### src/spm_defines.vh
`ifndef SPM_DEFINES_VH
`define SPM_DEFINES_VH

// register offsets on the 8-bit register port
`define SPM_ADDR_FLAGS     8'h28
`define SPM_ADDR_BUFFER    8'h29
`define SPM_ADDR_CONTROL   8'h2a

// serial_control field positions
`define SPM_CTRL_RATE_LO   0
`define SPM_CTRL_RATE_HI   1
`define SPM_CTRL_PHASE     2
`define SPM_CTRL_POLARITY  3
`define SPM_CTRL_MASTER    4
`define SPM_CTRL_ORDER     5
`define SPM_CTRL_ENABLE    6
`define SPM_CTRL_NOFAULT   7

// serial_flags field positions
`define SPM_FLAG_DONE      7
`define SPM_FLAG_COLLIDE   6
`define SPM_FLAG_OVERRUN   5

// reset values
`define SPM_CTRL_RESET     8'h00
`define SPM_BUF_RESET      8'h00

// half serial period minus one, in mclk cycles, per rate code
`define SPM_HALF_DIV4      5'h01
`define SPM_HALF_DIV8      5'h03
`define SPM_HALF_DIV16     5'h07
`define SPM_HALF_DIV64     5'h1f

// sixteen clock edges per byte, counted from zero
`define SPM_LAST_EDGE      4'hf

`endif

### src/spm_serial_port.v
// Local design decision: the strobed register port.
`include "spm_defines.vh"

module spm_serial_port (
    input  wire       mclk,
    input  wire       srst,
    input  wire [7:0] reg_addr,
    input  wire [7:0] reg_wdata,
    input  wire       reg_wr,
    input  wire       reg_rd,
    output reg  [7:0] reg_rdata,
    input  wire       sclk_in,
    output wire       sclk_out,
    output wire       sclk_oe,
    input  wire       mosi_in,
    output wire       mosi_out,
    output wire       mosi_oe,
    input  wire       miso_in,
    output wire       miso_out,
    output wire       miso_oe,
    input  wire       ss_n_in,
    output reg        transfer_irq
);

    // bit that leaves the shift register next, by chosen order
    function top_bit;
        input [7:0] data;
        input       lsb_first;
        begin
            top_bit = lsb_first ? data[0] : data[7];
        end
    endfunction

    // half serial period reload, per rate code
    function [4:0] half_period;
        input [1:0] rate;
        begin
            case (rate)
                2'h0:    half_period = `SPM_HALF_DIV4;
                2'h1:    half_period = `SPM_HALF_DIV8;
                2'h2:    half_period = `SPM_HALF_DIV16;
                default: half_period = `SPM_HALF_DIV64;
            endcase
        end
    endfunction

    // a strobe aimed at one register address
    function hits;
        input       strobe;
        input [7:0] addr;
        input [7:0] target;
        begin
            hits = strobe && (addr == target);
        end
    endfunction

    reg  [7:0] ctrl_ff;
    reg  [7:0] shift_ff;
    reg        out_bit_ff;
    reg        xfer_ff;
    reg  [3:0] edge_cnt_ff;
    reg  [4:0] div_ff;
    reg        sclk_lvl_ff;
    reg        sclk_prev_ff;
    reg        done_ff;
    reg        collide_ff;
    reg        overrun_ff;
    reg        clr_arm_ff;
    reg  [3:0] sync1_ff;
    reg  [3:0] sync2_ff;
    reg  [3:0] sync3_ff;
    reg  [3:0] filt_ff;

    wire [3:0] pins_in;
    wire       master;
    wire       enable;
    wire       phase;
    wire       polarity;
    wire       lsb_first;
    wire       sclk_s;
    wire       mosi_s;
    wire       miso_s;
    wire       ss_n_s;
    wire       ctrl_wr;
    wire       data_wr;
    wire       data_rd;
    wire       stat_rd;
    wire       data_acc;
    wire       wr_block;
    wire       wr_ok;
    wire       wr_col;
    wire       start;
    wire       m_edge;
    wire       s_edge;
    wire       any_edge;
    wire       lead;
    wire       sample;
    wire       shift;
    wire       last;
    wire       in_bit;
    wire       flag_clr;
    wire       nxt_done;

    // control fields
    assign master    = ctrl_ff[`SPM_CTRL_MASTER];
    assign enable    = ctrl_ff[`SPM_CTRL_ENABLE];
    assign phase     = ctrl_ff[`SPM_CTRL_PHASE];
    assign polarity  = ctrl_ff[`SPM_CTRL_POLARITY];
    assign lsb_first = ctrl_ff[`SPM_CTRL_ORDER];

    // pin synchronisers: three stages, a change counts once stages two and three agree
    assign pins_in = {ss_n_in, miso_in, mosi_in, sclk_in};

    // pin levels held through reset: select idles high, the rest low
    localparam [3:0] PIN_IDLE = 4'h8;

    genvar gi;
    generate
        for (gi = 0; gi < 4; gi = gi + 1) begin : g_sync
            always @(posedge mclk) begin
                if (srst) begin
                    sync1_ff[gi] <= PIN_IDLE[gi];
                    sync2_ff[gi] <= PIN_IDLE[gi];
                    sync3_ff[gi] <= PIN_IDLE[gi];
                    filt_ff[gi]  <= PIN_IDLE[gi];
                end else begin
                    sync1_ff[gi] <= pins_in[gi];
                    sync2_ff[gi] <= sync1_ff[gi];
                    sync3_ff[gi] <= sync2_ff[gi];
                    if (sync2_ff[gi] == sync3_ff[gi]) begin
                        filt_ff[gi] <= sync3_ff[gi];
                    end
                end
            end
        end
    endgenerate

    assign sclk_s = filt_ff[0];
    assign mosi_s = filt_ff[1];
    assign miso_s = filt_ff[2];
    assign ss_n_s = filt_ff[3];

    // register port decode
    assign ctrl_wr  = hits(reg_wr, reg_addr, `SPM_ADDR_CONTROL);
    assign data_wr  = hits(reg_wr, reg_addr, `SPM_ADDR_BUFFER);
    assign data_rd  = hits(reg_rd, reg_addr, `SPM_ADDR_BUFFER);
    assign stat_rd  = hits(reg_rd, reg_addr, `SPM_ADDR_FLAGS);
    assign data_acc = data_wr | data_rd;

    // data writes refused during a transfer, or in a selected phase 0 slave
    assign wr_block = xfer_ff | (~master & ~phase & ~ss_n_s);
    assign wr_ok    = data_wr & ~wr_block;
    assign wr_col   = data_wr & wr_block;
    assign start    = wr_ok & master & enable;

    // serial clock edges: made by the divider as master, seen on the pin as slave
    assign m_edge   = master & xfer_ff & (div_ff == 5'h00);
    assign s_edge   = ~master & enable & ~ss_n_s & (sclk_s != sclk_prev_ff);
    assign any_edge = m_edge | s_edge;
    assign lead     = master ? (sclk_lvl_ff == polarity) : (sclk_s != polarity);
    assign sample   = any_edge & ~(lead ^ ~phase);
    assign shift    = any_edge & (lead ^ ~phase);
    assign last     = any_edge & (edge_cnt_ff == `SPM_LAST_EDGE);
    assign in_bit   = master ? miso_s : mosi_s;

    // flag clearing sequence: status read, then a data access
    assign flag_clr = clr_arm_ff & data_acc;
    assign nxt_done = last | (done_ff & ~flag_clr);

    // control register
    always @(posedge mclk) begin
        if (srst) begin
            ctrl_ff <= `SPM_CTRL_RESET;
        end else if (ctrl_wr) begin
            ctrl_ff <= reg_wdata;
        end
    end

    // transfer sequencing and edge counting
    always @(posedge mclk) begin
        if (srst) begin
            xfer_ff     <= 1'b0;
            edge_cnt_ff <= 4'h0;
        end else if (~enable || (~master && ss_n_s)) begin
            xfer_ff     <= 1'b0;
            edge_cnt_ff <= 4'h0;
        end else if (start) begin
            xfer_ff     <= 1'b1;
            edge_cnt_ff <= 4'h0;
        end else if (any_edge) begin
            xfer_ff     <= ~last;
            edge_cnt_ff <= last ? 4'h0 : edge_cnt_ff + 4'h1;
        end
    end

    // master clock divider and pin level; idle level follows polarity
    always @(posedge mclk) begin
        if (srst) begin
            div_ff      <= 5'h00;
            sclk_lvl_ff <= 1'b0;
            sclk_prev_ff <= 1'b0;
        end else begin
            sclk_prev_ff <= sclk_s;
            if (start || m_edge) begin
                div_ff <= half_period(ctrl_ff[`SPM_CTRL_RATE_HI:`SPM_CTRL_RATE_LO]);
            end else if (div_ff != 5'h00) begin
                div_ff <= div_ff - 5'h01;
            end
            if (m_edge) begin
                sclk_lvl_ff <= ~sclk_lvl_ff;
            end else if (~xfer_ff) begin
                sclk_lvl_ff <= polarity;
            end
        end
    end

    // single shift register: sampled bits push the sent byte out
    always @(posedge mclk) begin
        if (srst) begin
            shift_ff <= `SPM_BUF_RESET;
        end else if (wr_ok) begin
            shift_ff <= reg_wdata;
        end else if (sample) begin
            if (lsb_first) begin
                shift_ff <= {in_bit, shift_ff[7:1]};
            end else begin
                shift_ff <= {shift_ff[6:0], in_bit};
            end
        end
    end

    // outgoing bit: set at write for phase 0, advanced at each shift edge
    always @(posedge mclk) begin
        if (srst) begin
            out_bit_ff <= 1'b0;
        end else if (wr_ok && ~phase) begin
            out_bit_ff <= top_bit(reg_wdata, lsb_first);
        end else if (shift || ~xfer_ff) begin
            out_bit_ff <= top_bit(shift_ff, lsb_first);
        end
    end

    // status flags; a new event wins over a clear in the same cycle
    always @(posedge mclk) begin
        if (srst) begin
            done_ff    <= 1'b0;
            collide_ff <= 1'b0;
        end else begin
            done_ff <= nxt_done;
            if (wr_col) begin
                collide_ff <= 1'b1;
            end else if (flag_clr) begin
                collide_ff <= 1'b0;
            end
        end
    end

    // overrun: slave only, a byte finished while the last one is still unread
    always @(posedge mclk) begin
        if (srst) begin
            overrun_ff <= 1'b0;
        end else if (master) begin
            overrun_ff <= 1'b0;
        end else if (last && done_ff) begin
            overrun_ff <= 1'b1;
        end else if (flag_clr) begin
            overrun_ff <= 1'b0;
        end
    end

    // clear sequence armed by a status read, spent by a data access
    always @(posedge mclk) begin
        if (srst) begin
            clr_arm_ff <= 1'b0;
        end else if (stat_rd) begin
            clr_arm_ff <= 1'b1;
        end else if (data_acc) begin
            clr_arm_ff <= 1'b0;
        end
    end

    // interrupt pulse on the rising done flag
    always @(posedge mclk) begin
        if (srst) begin
            transfer_irq <= 1'b0;
        end else begin
            transfer_irq <= nxt_done & ~done_ff;
        end
    end

    // read data, one cycle after the read strobe; unmapped reads zero
    always @(posedge mclk) begin
        if (srst) begin
            reg_rdata <= 8'h00;
        end else if (reg_rd) begin
            case (reg_addr)
                `SPM_ADDR_CONTROL: reg_rdata <= ctrl_ff;
                `SPM_ADDR_BUFFER:  reg_rdata <= shift_ff;
                `SPM_ADDR_FLAGS:   reg_rdata <= {done_ff, collide_ff,
                                                 overrun_ff & ~master, 5'h00};
                default:           reg_rdata <= 8'h00;
            endcase
        end else begin
            reg_rdata <= 8'h00;
        end
    end

    // pin drivers by mode
    assign sclk_out = sclk_lvl_ff;
    assign sclk_oe  = master & enable;
    assign mosi_out = out_bit_ff;
    assign mosi_oe  = master & enable;
    assign miso_out = out_bit_ff;
    assign miso_oe  = ~master & enable;

endmodule // spm_serial_port

### config.mk
export PLATFORM = sky130hd
export DESIGN_NAME = spm_serial_port
export DESIGN_NICKNAME = d
export VERILOG_FILES = /design/src/spm_serial_port.v
export VERILOG_INCLUDE_DIRS = /design/src
export SDC_FILE = /design/constraint.sdc
export NUM_CORES = 1
export LEC_CHECK = 0
export BUFFER_PORTS_ARGS = -buffer_cell sky130_fd_sc_hd__buf_2
export CORE_ASPECT_RATIO = 1.4
export CORE_MARGIN = 5
export CORE_UTILIZATION = 60
export DETAILED_ROUTE_END_ITERATION = 6
export PLACE_DENSITY = 0.84
export SYNTH_ARGS = -nofsm -noshare
export SYNTH_HDL_FRONTEND = slang
export SYNTH_SLANG_ARGS = --single-unit
### constraint.sdc
create_clock -name mclk -period 3.27 [get_ports mclk]
set_clock_uncertainty 0.1 [all_clocks]
set_input_delay 0.1635 -clock mclk [delete_from_list [all_inputs] [get_ports mclk]]
set_output_delay 0.1635 -clock mclk [all_outputs]
set_load 0.01 [all_outputs]
==> flow_summary.yaml <==
outcome:
  status: "finished clean"
route:
  top_layer: "met4"
  viasPerCell: 5.69
  routedWlPerCell_um: 14.7
  wl_met3_um: 278
  drt_iter0_drc: 148
  wl_met1_um: 2270
  dr_wl_met2_um: 2820
  routed_wirelength_um: 5440
  vias: 2111
  drc_errors: 0
  ant_nets: 0
  first_pass_iters: 5
min_path:
  hold_path.class: "primary input to flop"
  min_from: "reg_wdata[0]"
synth:
  ys_seq_area_share_pct: 45.9
  synth_top_area_share_pct: 45.9
  syn_inst: 277
  avgSynthCellArea_um2: 9.14
  netlist_top_cells_area: "dfxtp_1 46%, mux2i_1 10%, nor2_1 5.5%, a21oi_1 3.4%, nor2b_1 3.2%"
  async_flop_share_pct: 0
  synth_flop_cell: "dfxtp_1"
  ys_types: 40
  synth-edff-count: 0
  syn_nets: 303
  ys_warn_count: 0
  syn-cell-area_um2: 2530
  synth.largest_area_cell: "dfxtp_1"
  synth_seq_cells: 58
clocking:
  clk_path_buf_depth: 2
  postCtsSetupRepairBufs: 0
  htreeDepth: 3
  path_clk_slew_ps: 60
  cts_buffers: 9
  clock_latency_ps: 340
  root_buffer: "clkbuf_8"
  cts_tree: "yes"
  cts-resized-gates: 0
  cts_num_sinks: 58
layout:
  drive_above_1_share_pct: 19.9
  antennaDiodeCount: 0
  fillers: 316
  layout_common_cells: "58 x dfxtp_1, 38 x buf_2, 37 x nor2_1"
  nets: 347
  area_delta_synth_final_pct: 18.7
  final_common_cell: "dfxtp_1"
  fin_cells: 371
global_route:
  grt_max_degree: 49
  antenna_found_initial: 0
  grtUsageTotal_pct: 22.0
  grt-ovfl-total: 0
  grt_pass1_wl_um: 9450
  first_global_vias: 2105
critical_path:
  crit_path_max_incr_delay_ps: 410
  arrival_ps: 2560
  critPathKind: "flop to flop"
  critPathMaxFanout: 9
  required_ps: 3410
  cp-endpoint: "shift_ff[7]"
  endpoint_kind: "flop"
  cp_slowest_cell: "a32o_1"
  start_kind: "flop"
  cp_top_family: "compound AO/OA/AOI/OAI gates"
  crit_buf_inv: 1
  crit_chain: "inv_1, ha_1, nor4b_4, a32o_1, a21bo_1, mux2i_1, a211oi_1"
  r2r_start: "div_ff[0]"
  r2r_end: "shift_ff[7]"
  crit_cells: 7
  rrSetupSlack_ps: 850
  worstSetupStartpoint: "div_ff[0]"
  r2r_cells: 7
place:
  place_congestion: 0.893
  hpwl_um: 3690
  io_buffers: 38
  dp_cells: 345
sta:
  relSlewSlack_pct: 47.8
  setup-violations-final: 0
  layout_min_cycle_time_ps: 2420
  fin_worst_hold_slack_ps: 10.7
  finalCritPeriodShare_pct: 74.0
  hold_violations: 0
  fmax_mhz: 413
  worst_slew_pin_slew_ps: 783
  slew_viol_final: 0
  rsz0062_at_grt: "false"
  final.setup.tns_ps: 0
run:
  max_cap_violations: 0
floorplan:
  core_um2: 4170
  die_x_um: 64.9
  start_util_pct: 60.7
  fp-row-count: 28
  num_io_pins: 39
  die_area_um2: 5640
  floorplan.die.height_um: 86.9
pwr:
  p_int_uw: 1160
  power.share.combinational_pct: 9.0
  power.share.clock_pct: 42.4
  ir_drop_v: 0.000357
  power.density_nw_per_um2: 500
  p_sw_uw: 337
  p_leak_uw: 0.00129
  swShare_pct: 22.4
  seqPwrFrac_pct: 48.6
worst min path at each step:
stage                             end  cells after the start
after global routing       ctrl_ff[7]                      3
final                      ctrl_ff[0]                      3
after floorplan           sync1_ff[3]                      1
after CTS                  ctrl_ff[0]                      3
after detailed placement  sync1_ff[3]                      2
after global placement    sync1_ff[3]                      2
flip-flops by register name, summed over array words and instances (netlist names), 4 cells and up:
register / flops
sync1_ff: 4
ctrl_ff: 8
sync2_ff: 4
edge_cnt_ff: 4
div_ff: 5
reg_rdata: 8
shift_ff: 8
sync3_ff: 4
tightest hold or removal path: cells and delay by family:
kind          cells  cell delay (ps)
simple gates      1               80
mux               1               60
buf+inv           1              110
through the flow:
step / worst slack [ps] / area, um2 / utilization, % / total power (uW)
CTS: 880 / 3000 / 72.1 / 1520
floorplan: 1220 / 2530 / - / 837
global placement: 978 / 2700 / 64.8 / 865
detailed placement: 898 / 2700 / 64.8 / 870
finish: 849 / 3000 / 72.1 / 1500
global route: 718 / 3000 / 72.1 / 1570
cell type report:
| cell class | count | area (um2) | area share [%] |
|---|---|---|---|
| clock buffer | 15 | 196 | 6.54 |
| clock inverter | 1 | 5.00 | 0.167 |
| inverter | 7 | 26.3 | 0.875 |
| multi-input combinational | 197 | 1270 | 42.2 |
| sequential | 58 | 1160 | 38.7 |
| tap | 45 | 56.3 | 1.87 |
| timing repair buffer | 48 | 290 | 9.66 |
layer usage:
metal  vias up  global-route usage (%)
met2        57                    35.4
met4         0                    14.6
li1       1054                       -
met5         -                       0
met1       994                    25.5
met3         6                    5.81
synthesized netlist by cell type, types with 2 or more instances:
library cell,count
a22oi_1,6
ha_1,2
nand3_1,7
a21oi_1,17
xnor2_1,2
nand2_1,14
xor2_1,4
nor3_1,4
and3_1,2
a31oi_1,2
mux2_2,5
buf_4,3
nand2b_1,7
a211oi_1,4
o21ai_0,9
or2_2,5
nor2_1,37
nor2b_1,13
or3_1,2
clkbuf_1,11
and2_1,4
mux2i_1,26
o22ai_1,7
dfxtp_1,58
nor3b_1,3
nand4_1,3
inv_1,7
power by group through the flow:
stage | registers [uW] | logic, uW | clock network [uW]
finish | 730 | 136 | 636
global route | 731 | 153 | 682
CTS | 730 | 136 | 652
detailed placement | 745 | 125 | 0
global placement | 744 | 121 | 0
floorplan | 743 | 93.8 | 0
timing repair:
action	CTS	global route
hold endpoints to repair	13	0
endpoints found under the setup margin	0	0
hold buffers	10	0
cell families after synthesis:
kind of cell | Yosys count | synth area share [%]
AOI/OAI and AO/OA | 53 | 13.1
xor gates and xnor gates | 6 | 2.08
adders and majority gates | 2 | 0.988
buffers and inverters | 22 | 4.00
DFF | 58 | 45.9
muxes | 31 | 12.5
and+or+nand+nor | 105 | 21.5
(Power assumes the default switching activity.)
